**src/hw/tsbl_pkg.sv**
```systemverilog
// Purpose: shared constants and state types for tool start and button logic
// Assumes: CLK at 10 MHz, one millisecond time base derived from it
// Notes:   all button and enable times are counted in millisecond ticks
package tsbl_pkg;

	// -------------------------------------------------------------------
	// clock and time base
	// -------------------------------------------------------------------
	localparam int CLK_PERIOD_NS  = 100;
	localparam int TICK_PERIOD_NS = 1000000;
	localparam int TICK_CYCLES    =
		(TICK_PERIOD_NS + CLK_PERIOD_NS - 1) / CLK_PERIOD_NS;

	// -------------------------------------------------------------------
	// timing constants in milliseconds, two-hand window given in seconds
	// -------------------------------------------------------------------
	localparam real TWO_HAND_WINDOW_S = 0.5;
	localparam int  TWO_HAND_TICKS    = int'(TWO_HAND_WINDOW_S * 1000.0);
	localparam int  DEBOUNCE_MS       = 5;
	localparam int  FLASH_ON_MS       = 100;
	localparam int  FLASH_OFF_MS      = 100;

	// -------------------------------------------------------------------
	// widths and codes
	// -------------------------------------------------------------------
	localparam int         TIME_W     = 16;
	localparam int         TH_CNT_W   = 10;
	localparam int         LED_CNT_W  = 8;
	localparam int         FUNC_W     = 4;
	localparam int         NUM_FUNC   = 15;
	localparam logic [3:0] FUNC_NONE  = 4'h0;
	localparam logic [1:0] FLASH_ONE  = 2'h1;
	localparam logic [1:0] FLASH_TWO  = 2'h2;
	localparam logic [1:0] FLASH_RST  = 2'h0;

	// -------------------------------------------------------------------
	// state enumerations
	// -------------------------------------------------------------------
	typedef enum logic [1:0] {
		TH_IDLE,
		TH_ARMED,
		TH_RUN,
		TH_RELEASE
	} tsbl_hand_t;

	typedef enum logic [2:0] {
		BT_IDLE,
		BT_FIRST,
		BT_GAP,
		BT_SECOND,
		BT_HELD
	} tsbl_btn_t;

endpackage : tsbl_pkg

```
**src/hw/tsbl_tick.sv**
```systemverilog
// Purpose: divider giving a one-cycle millisecond enable pulse
// Assumes: DIV of at least one clock
// Notes:   tick is registered
module tsbl_tick #(
	parameter int DIV = tsbl_pkg::TICK_CYCLES
) (
	// clock and reset
	input  wire logic clk,
	input  wire logic rst_n,
	// time base
	output logic      tick
);
	localparam int CNT_W = $clog2(DIV + 1);

	typedef struct packed {
		logic [CNT_W-1:0] cnt;
		logic          tick;
	} tsbl_tick_t;

	tsbl_tick_t s;
	tsbl_tick_t next_s;

	// count clocks, pulse at wrap
	always_comb begin
		next_s = s;
		next_s.tick = 1'b0;
		if (s.cnt == CNT_W'(DIV - 1)) begin
			next_s.cnt  = '0;
			next_s.tick = 1'b1;
		end else begin
			next_s.cnt = s.cnt + 1'b1;
		end
	end

	always_ff @(posedge clk or negedge rst_n) begin
		if (!rst_n) begin
			s <= '0;
		end else begin
			s <= next_s;
		end
	end

	assign tick = s.tick;
endmodule : tsbl_tick

```
**src/hw/tsbl_debounce.sv**
```systemverilog
// Purpose: two-stage synchroniser and tick-based debounce of one pin
// Assumes: tick is a one-cycle pulse on clk
// Notes:   clean changes after STABLE steady ticks
module tsbl_debounce #(
	parameter int STABLE = tsbl_pkg::DEBOUNCE_MS
) (
	// clock and reset
	input  wire logic clk,
	input  wire logic rst_n,
	// time base and pin
	input  wire logic tick,
	input  wire logic raw,
	// filtered level
	output logic      clean
);
	typedef struct packed {
		logic       sync1;
		logic       sync2;
		logic       clean;
		logic [7:0] cnt;
	} tsbl_deb_t;

	tsbl_deb_t s;
	tsbl_deb_t next_s;

	// synchronise, then accept a level once it has stood
	always_comb begin
		next_s = s;
		next_s.sync1 = raw;
		next_s.sync2 = s.sync1;
		if (s.sync2 == s.clean) begin
			next_s.cnt = '0;
		end else if (tick) begin
			if (s.cnt == 8'(STABLE - 1)) begin
				next_s.clean = s.sync2;
				next_s.cnt   = '0;
			end else begin
				next_s.cnt = s.cnt + 1'b1;
			end
		end
	end

	always_ff @(posedge clk or negedge rst_n) begin
		if (!rst_n) begin
			s <= '0;
		end else begin
			s <= next_s;
		end
	end

	assign clean = s.clean;
endmodule : tsbl_debounce

```
**src/hw/tsbl_top.sv**
```systemverilog
// Purpose: start interlock, timed enable and function button classifier
// Assumes: config inputs come from logic on CLK; trigger pins are raw
// Notes:   all times are millisecond ticks from one divider
module tsbl_top #(
	parameter int TICK_DIV = tsbl_pkg::TICK_CYCLES,
	parameter int TIME_W   = tsbl_pkg::TIME_W,
	parameter int NUM_FUNC = tsbl_pkg::NUM_FUNC
) (
	// clock and reset
	input  wire logic                         CLK,
	input  wire logic                         RST_N,
	// raw tool pins
	input  wire logic                         START_TRIG,
	input  wire logic                         SAFETY_TRIG,
	input  wire logic                         FUNC_BUTTON,
	input  wire logic                         TIMER_ENABLE_IN,
	// start configuration
	input  wire logic                         START_SOURCE_SELECT,
	input  wire logic                         GPIO4_UNUSED,
	input  wire logic                         TIMED_ENABLE_ON,
	input  wire logic [TIME_W-1:0]            ENABLE_TIME_MS,
	// button configuration
	input  wire logic [TIME_W-1:0]            PRESS_LIMIT_MS,
	input  wire logic [TIME_W-1:0]            NEXT_PRESS_LIMIT_MS,
	input  wire logic                         COUNTER_CLOCKWISE_DIR,
	input  wire logic [tsbl_pkg::FUNC_W-1:0]  BUTTON_ACTION_MAP_FIRST,
	input  wire logic [tsbl_pkg::FUNC_W-1:0]  CW_DOUBLE_ACTION_MAP,
	input  wire logic [tsbl_pkg::FUNC_W-1:0]  CW_HELD_ACTION_MAP,
	input  wire logic [tsbl_pkg::FUNC_W-1:0]  CCW_SINGLE_ACTION_MAP,
	input  wire logic [tsbl_pkg::FUNC_W-1:0]  CCW_DOUBLE_ACTION_MAP,
	input  wire logic [tsbl_pkg::FUNC_W-1:0]  CCW_HELD_ACTION_MAP,
	// alert configuration
	input  wire logic                         ROTATION_ALERT_ON,
	input  wire logic                         ROTATION_ALERT_KIND,
	// motor and enable
	output logic                              MOTOR_RUN,
	output logic                              TOOL_ENABLED,
	// input functions and events
	output logic [NUM_FUNC-1:0]               FUNC_OUT,
	output logic                              SINGLE_PUSH,
	output logic                              DOUBLE_PUSH,
	output logic                              HELD_PRESS,
	// operator feedback
	output logic                              LED_FLASH,
	output logic                              ALERT_SOUND,
	output logic                              ALERT_INDICATOR
);
	localparam logic [tsbl_pkg::TH_CNT_W-1:0] TH_LAST =
		tsbl_pkg::TH_CNT_W'(tsbl_pkg::TWO_HAND_TICKS - 1);
	localparam logic [tsbl_pkg::LED_CNT_W-1:0] ON_LAST =
		tsbl_pkg::LED_CNT_W'(tsbl_pkg::FLASH_ON_MS - 1);
	localparam logic [tsbl_pkg::LED_CNT_W-1:0] OFF_LAST =
		tsbl_pkg::LED_CNT_W'(tsbl_pkg::FLASH_OFF_MS - 1);

	// local names for the package state codes
	localparam tsbl_pkg::tsbl_hand_t TH_IDLE    = tsbl_pkg::TH_IDLE;
	localparam tsbl_pkg::tsbl_hand_t TH_ARMED   = tsbl_pkg::TH_ARMED;
	localparam tsbl_pkg::tsbl_hand_t TH_RUN     = tsbl_pkg::TH_RUN;
	localparam tsbl_pkg::tsbl_hand_t TH_RELEASE = tsbl_pkg::TH_RELEASE;
	localparam tsbl_pkg::tsbl_btn_t  BT_IDLE    = tsbl_pkg::BT_IDLE;
	localparam tsbl_pkg::tsbl_btn_t  BT_FIRST   = tsbl_pkg::BT_FIRST;
	localparam tsbl_pkg::tsbl_btn_t  BT_GAP     = tsbl_pkg::BT_GAP;
	localparam tsbl_pkg::tsbl_btn_t  BT_SECOND  = tsbl_pkg::BT_SECOND;
	localparam tsbl_pkg::tsbl_btn_t  BT_HELD    = tsbl_pkg::BT_HELD;

	typedef struct packed {
		tsbl_pkg::tsbl_hand_t               th;
		logic [tsbl_pkg::TH_CNT_W-1:0]      th_cnt;
		logic                               run;
		logic                               en;
		logic [TIME_W-1:0]                  en_cnt;
		logic                               en_prev;
		tsbl_pkg::tsbl_btn_t                bst;
		logic [TIME_W-1:0]                  b_cnt;
		logic                               single_ev;
		logic                               double_ev;
		logic                               held;
		logic [NUM_FUNC-1:0]                func;
		logic [1:0]                         flashes;
		logic                               led;
		logic [tsbl_pkg::LED_CNT_W-1:0]     led_cnt;
		logic                               alert_snd;
		logic                               alert_ind;
	} tsbl_state_t;

	tsbl_state_t s;
	tsbl_state_t next_s;

	logic                        tick;
	logic                        start_c;
	logic                        safety_c;
	logic                        button_c;
	logic                        enable_c;
	logic                        two_hand;
	logic                        allow;
	logic                        en_rise;
	logic                        no_push_map;
	logic [tsbl_pkg::FUNC_W-1:0] map_s;
	logic [tsbl_pkg::FUNC_W-1:0] map_d;
	logic [tsbl_pkg::FUNC_W-1:0] map_h;

	// -------------------------------------------------------------------
	// time base and input conditioning
	// -------------------------------------------------------------------
	tsbl_tick #(.DIV(TICK_DIV)) u_tick (
		.clk   (CLK),
		.rst_n (RST_N),
		.tick  (tick)
	);

	tsbl_debounce u_deb_start (
		.clk   (CLK),
		.rst_n (RST_N),
		.tick  (tick),
		.raw   (START_TRIG),
		.clean (start_c)
	);

	tsbl_debounce u_deb_safety (
		.clk   (CLK),
		.rst_n (RST_N),
		.tick  (tick),
		.raw   (SAFETY_TRIG),
		.clean (safety_c)
	);

	tsbl_debounce u_deb_button (
		.clk   (CLK),
		.rst_n (RST_N),
		.tick  (tick),
		.raw   (FUNC_BUTTON),
		.clean (button_c)
	);

	tsbl_debounce u_deb_enable (
		.clk   (CLK),
		.rst_n (RST_N),
		.tick  (tick),
		.raw   (TIMER_ENABLE_IN),
		.clean (enable_c)
	);

	// -------------------------------------------------------------------
	// mode and direction decode
	// -------------------------------------------------------------------
	// two-hand only with the safety input free
	assign two_hand = START_SOURCE_SELECT & GPIO4_UNUSED;
	assign allow    = !TIMED_ENABLE_ON | s.en;
	assign en_rise  = enable_c & !s.en_prev;
	// per-direction function maps
	assign map_s = COUNTER_CLOCKWISE_DIR ? CCW_SINGLE_ACTION_MAP
	                                     : BUTTON_ACTION_MAP_FIRST;
	assign map_d = COUNTER_CLOCKWISE_DIR ? CCW_DOUBLE_ACTION_MAP
	                                     : CW_DOUBLE_ACTION_MAP;
	assign map_h = COUNTER_CLOCKWISE_DIR ? CCW_HELD_ACTION_MAP
	                                     : CW_HELD_ACTION_MAP;
	assign no_push_map = (map_s == tsbl_pkg::FUNC_NONE) &&
	                     (map_d == tsbl_pkg::FUNC_NONE);

	// -------------------------------------------------------------------
	// next-state logic
	// -------------------------------------------------------------------
	always_comb begin
		next_s = s;
		next_s.single_ev = 1'b0;
		next_s.double_ev = 1'b0;
		next_s.en_prev   = enable_c;

		// two-hand interlock
		unique case (s.th)
			TH_IDLE: begin
				next_s.th_cnt = '0;
				if (two_hand && start_c && safety_c && allow) begin
					next_s.th = TH_RUN;
				end else if (two_hand && (start_c || safety_c)) begin
					next_s.th = TH_ARMED;
				end
			end
			TH_ARMED: begin
				if (!two_hand || (!start_c && !safety_c)) begin
					next_s.th = TH_IDLE;
				end else if (start_c && safety_c && allow) begin
					next_s.th = TH_RUN;
				end else if (tick) begin
					if (s.th_cnt == TH_LAST) begin
						next_s.th = TH_RELEASE;
					end else begin
						next_s.th_cnt = s.th_cnt + 1'b1;
					end
				end
			end
			TH_RUN: begin
				if (!two_hand || !start_c || !safety_c) begin
					next_s.th = TH_RELEASE;
				end
			end
			TH_RELEASE: begin
				if (!start_c && !safety_c) begin
					next_s.th = TH_IDLE;
				end
			end
		endcase

		// motor command
		if (two_hand) begin
			next_s.run = (next_s.th == TH_RUN);
		end else begin
			next_s.run = start_c && allow;
		end

		// timed enable window
		if (!TIMED_ENABLE_ON) begin
			next_s.en     = 1'b0;
			next_s.en_cnt = '0;
		end else if (en_rise || s.run) begin
			next_s.en     = 1'b1;
			next_s.en_cnt = ENABLE_TIME_MS;
		end else if (s.en && tick) begin
			if (s.en_cnt <= TIME_W'(1)) begin
				next_s.en     = 1'b0;
				next_s.en_cnt = '0;
			end else begin
				next_s.en_cnt = s.en_cnt - 1'b1;
			end
		end

		// function button classifier
		unique case (s.bst)
			BT_IDLE: begin
				next_s.b_cnt = '0;
				if (button_c) begin
					next_s.bst = no_push_map ? BT_HELD : BT_FIRST;
				end
			end
			BT_FIRST: begin
				if (!button_c) begin
					next_s.bst   = BT_GAP;
					next_s.b_cnt = '0;
				end else if (tick) begin
					if (s.b_cnt + 1'b1 >= PRESS_LIMIT_MS) begin
						next_s.bst = BT_HELD;
					end else begin
						next_s.b_cnt = s.b_cnt + 1'b1;
					end
				end
			end
			BT_GAP: begin
				if (button_c) begin
					next_s.bst   = BT_SECOND;
					next_s.b_cnt = '0;
				end else if (tick) begin
					if (s.b_cnt + 1'b1 >= NEXT_PRESS_LIMIT_MS) begin
						next_s.bst       = BT_IDLE;
						next_s.single_ev = 1'b1;
					end else begin
						next_s.b_cnt = s.b_cnt + 1'b1;
					end
				end
			end
			BT_SECOND: begin
				if (!button_c) begin
					next_s.bst       = BT_IDLE;
					next_s.double_ev = 1'b1;
				end else if (tick) begin
					if (s.b_cnt + 1'b1 >= PRESS_LIMIT_MS) begin
						next_s.bst = BT_HELD;
					end else begin
						next_s.b_cnt = s.b_cnt + 1'b1;
					end
				end
			end
			BT_HELD: begin
				if (!button_c) begin
					next_s.bst = BT_IDLE;
				end
			end
			default: begin
				next_s.bst = BT_IDLE;
			end
		endcase
		next_s.held = (next_s.bst == BT_HELD);

		// pulses for pushes, level for held
		for (int k = 0; k < NUM_FUNC; k++) begin
			next_s.func[k] =
				(next_s.single_ev && map_s == tsbl_pkg::FUNC_W'(k + 1)) ||
				(next_s.double_ev && map_d == tsbl_pkg::FUNC_W'(k + 1)) ||
				(next_s.held && map_h == tsbl_pkg::FUNC_W'(k + 1));
		end

		// LED flash feedback
		if (next_s.single_ev && map_s != tsbl_pkg::FUNC_NONE) begin
			next_s.flashes = tsbl_pkg::FLASH_ONE;
			next_s.led     = 1'b1;
			next_s.led_cnt = '0;
		end else if (next_s.double_ev && map_d != tsbl_pkg::FUNC_NONE) begin
			next_s.flashes = tsbl_pkg::FLASH_TWO;
			next_s.led     = 1'b1;
			next_s.led_cnt = '0;
		end else if (tick && s.flashes != tsbl_pkg::FLASH_RST) begin
			if (s.led && s.led_cnt == ON_LAST) begin
				next_s.led     = 1'b0;
				next_s.led_cnt = '0;
				next_s.flashes = s.flashes - 1'b1;
			end else if (!s.led && s.led_cnt == OFF_LAST) begin
				next_s.led     = 1'b1;
				next_s.led_cnt = '0;
			end else begin
				next_s.led_cnt = s.led_cnt + 1'b1;
			end
		end

		// direction alert while rotating counter-clockwise
		next_s.alert_snd = ROTATION_ALERT_ON && !ROTATION_ALERT_KIND &&
		                   COUNTER_CLOCKWISE_DIR;
		next_s.alert_ind = ROTATION_ALERT_ON && ROTATION_ALERT_KIND &&
		                   COUNTER_CLOCKWISE_DIR;
	end

	// state register
	always_ff @(posedge CLK or negedge RST_N) begin
		if (!RST_N) begin
			s <= '0;
		end else begin
			s <= next_s;
		end
	end

	// -------------------------------------------------------------------
	// outputs
	// -------------------------------------------------------------------
	assign MOTOR_RUN       = s.run;
	assign TOOL_ENABLED    = allow;
	assign FUNC_OUT        = s.func;
	assign SINGLE_PUSH     = s.single_ev;
	assign DOUBLE_PUSH     = s.double_ev;
	assign HELD_PRESS      = s.held;
	assign LED_FLASH       = s.led;
	assign ALERT_SOUND     = s.alert_snd;
	assign ALERT_INDICATOR = s.alert_ind;
endmodule : tsbl_top

```
**config.mk**
```make
export PLATFORM = sky130hd
export DESIGN_NAME = tsbl_top
export DESIGN_NICKNAME = d
export VERILOG_FILES = /design/src/hw/tsbl_pkg.sv /design/src/hw/tsbl_tick.sv /design/src/hw/tsbl_debounce.sv /design/src/hw/tsbl_top.sv
export SDC_FILE = /design/constraint.sdc
export NUM_CORES = 1
export LEC_CHECK = 0
export ABC_AREA = 1
export BUFFER_PORTS_ARGS = -buffer_cell sky130_fd_sc_hd__buf_2
export CORE_ASPECT_RATIO = 1.2
export CORE_MARGIN = 2
export CORE_UTILIZATION = 30
export DETAILED_ROUTE_END_ITERATION = 10
export SYNTH_ARGS = -nofsm -noshare
export SYNTH_HDL_FRONTEND = slang
export SYNTH_SLANG_ARGS = --single-unit
```
**constraint.sdc**
```tcl
create_clock -name CLK -period 7.4 [get_ports CLK]
set_input_delay 0.37 -clock CLK [delete_from_list [all_inputs] [get_ports CLK]]
set_output_delay 0.37 -clock CLK [all_outputs]
set_load 0.05 [all_outputs]
```
==> metrics.txt <==
initial antenna violation count 0; first-pass GRT wire length 38.02 mm; post-synth cell types 38; Final min period 3716 ps; die span in y 196.8 um; delay-heaviest family, CP simple AND/OR/NAND/NOR gates; CP max FO 18; worst slew pin tran 1126 ps; Slew headroom 24.23%; Min-Delay Path Class primary input to flop; core area 30480 um2; RSZ-0062 raised after global routing no; average cell area after synthesis 7.006 um2; ANT cells 0; Starting DRT DRC Count 461; Area Growth Syn to Fin 15.69%; Worst setup EP type flop; fin area 10760 um2; Seq/Total Area, Yosys 37.69%; Clock transition at path regs 60 ps; Hold Buf Count CTS 1; Synth Flop Type dfrtp_1; Nets 1550; placed cell area 10120 um2; clock root buffer clkbuf_16; IO Pins 107; Post-Syn Instances 1327; DRC 0; Cell Area, Synth 9296 um2; final WL 22.30 mm; Via Count 8573; Buffers on Ports 106; worst vdd ir 141.4 uV; syn_nets 1458; GP Congestion 0.8538; async set-reset flop share out of synthesis 100.0%; Syn. warnings 0; Initial Utilization 30.50%; # rows 70; total track usage 14.30%; synthesized flop and latch total 140; Hold Path Cell Cnt 1; CTS tree built; slowest CP cell nand3_1; clk_lat worst skew 410 ps; stages on the worst setup path 16; die area 32420 um2; Max-cap violations 0; post-CTS sizing 0; Num Clock Sinks 140; Via density 4.695; clock buffer depth 2; reg2reg path depth 16; Final Max Tran Viols 0; Final HPWL DP 16.77 mm; most numerous cell on the critical path nand2_1; final setup fails 0; Power Density 173.2 nW/um2; final number of hold-violating endpoints 0; H-tree depth 4; worst slack, placed 3707 ps; leak pwr 5.675 nW; Worst Setup Start Kind flop; worst-path cell chain ha_1 > nand2_1 > nor2_1 > nand4_1 > nor2_1 > nand2_1 > xor2_1 > ha_1 > nand2_1 > o21ai_0 > nor2_2 > nand3_1 > inv_1 > o21ai_0 > nand3_1 > nand2_1; Max stage delay on crit path 600 ps; Critical Path RT 7700 ps; Setup Fix Bufs, Post-CTS 0; setup TNS 0 ps; fin crit share 50.21%; Final Util 35.29%; TritonRoute pass-1 iters 5; vias in the first global route 8426; clock skew 9.755 ps; number of synthesized flops with an enable pin 0; Max Freq 269.1 MHz; critical path type flop to flop; share of layout cells above drive strength 1 11.47%; Critical path buffers and inverters 1; largest net degree at the start of global routing 72; GRT overflow 0; cts bufs inserted 17; status finished, final reports clean; DR WL/cell 12.21 um; post-route ant nets 0; Die X-Extent 164.7 um; Final WS setup 3684 ps; critical path arrival 4020 ps
where the power goes:
part	internal (mW)	switching [mW]
clock	0.577	0.331
combinational	0.0559	0.103
sequential	0.781	0.0144
total	1.41	0.449
worst register-to-register path, stage by stage, from the launching register on:
cell and delay, ps:
dfrtp_1 470, ha_1 210, nand2_1 70, nor2_1 270, nand4_1 190, nor2_1 210
nand2_1 90, xor2_1 270, ha_1 310, nand2_1 60, o21ai_0 90, nor2_2 280
nand3_1 600, inv_1 230, o21ai_0 110, nand3_1 90, nand2_1 60
state kept, by name, summed over array words and instances (netlist names), 9 cells and up:
name and count:
u_deb_start.s 9, s 59, u_tick.s 14, u_deb_button.s 9, u_deb_enable.s 9, u_deb_safety.s 9
FUNC_OUT 15
cell usage after synthesis (8+ instances only):
cell type / count / area share [%]
a21oi_1: 43 / 2.3
a31oi_1: 11 / 0.74
buf_4: 17 / 1.4
clkbuf_1: 12 / 0.48
dfrtp_1: 140 / 38
ha_1: 47 / 6.3
inv_1: 232 / 9.4
nand2_1: 347 / 14
nand3_1: 103 / 5.5
nand4_1: 37 / 2.5
nor2_1: 131 / 5.3
nor3_1: 26 / 1.4
nor4_1: 8 / 0.54
o21ai_0: 46 / 2.5
o21ai_1: 9 / 0.48
o22ai_1: 26 / 1.7
xor2_1: 37 / 3.5
through the flow:
| step | total power [mW] | instances | hold slack (ps) |
|---|---|---|---|
| 6_report | 1.863 | 1826 | 58.61 |
| 5_1_grt | 1.951 | 1826 | 44.79 |
| 4_1_cts | 1.885 | 1826 | 43.47 |
| 3_5_place_dp | 0.9694 | 1795 | 339.4 |
| 3_3_place_gp | 0.9663 | 1795 | 334.4 |
| 2_1_floorplan | 0.9031 | 1327 | 74.41 |
area by class of cell:
type	count	area (um2)
inverter	239	897.1
timing repair buffer	109	561.8
clock inverter	11	168.9
fill	3225	19720
sequential	140	3503
multi-input combinational	912	4676
tap	396	495.5
clock buffer	19	452.9
metal layers:
layer / GRT usage (%) / vias up / routed length (um)
met5: 0 / - / 0
li1: - / 4387 / -
met3: 2.525 / 46 / 743
met1: 16.45 / 3990 / 9607
met2: 25.93 / 150 / 11240
met4: 5.829 / 0 / 709
cell usage in the layout (no fill, tap or decap), types with 3 or more instances in the layout:
cell type / count
inv_2: 5
nand4_1: 37
o22ai_1: 26
dfrtp_1: 140
o21ai_1: 9
nor3b_1: 3
o21ai_0: 46
nand2_2: 3
ha_1: 47
clkinvlp_4: 4
or2_2: 7
xnor2_1: 7
a21oi_1: 43
a31oi_1: 11
bufinv_16: 4
nand2_1: 347
nor4_1: 8
nor2_1: 131
buf_2: 105
nand3_1: 103
xor2_1: 37
clkbuf_16: 17
nor3_1: 26
inv_1: 232
nor2_2: 7
kinds of logic (layout without fill, tap and decap cells):
group | Yosys count | in the layout | share of synthesized area [%]
AND/OR/NAND/NOR | 675 | 675 | 30.98
buffers and inverters | 275 | 378 | 12.02
AO/OA/AOI/OAI | 146 | 146 | 8.843
flip-flops | 140 | 140 | 37.69
adder cells (fa/ha/maj) | 47 | 47 | 6.326
XOR/XNOR | 44 | 44 | 4.145
final timing paths:
check | from | end | slack (ps)
setup reg to reg | s[31] | s[36] | 3680
hold reg to reg | u_deb_button.next_s[9] | u_deb_button.s[9] | 350
max in group asynchronous | RST_N | u_deb_start.next_s[9] | 5480
hold / removal | FUNC_BUTTON | u_deb_button.next_s[9] | 60
min in group asynchronous | RST_N | s[51] | 500
setup / recovery | s[31] | s[36] | 3680
Power figures use the tool's default switching activity.
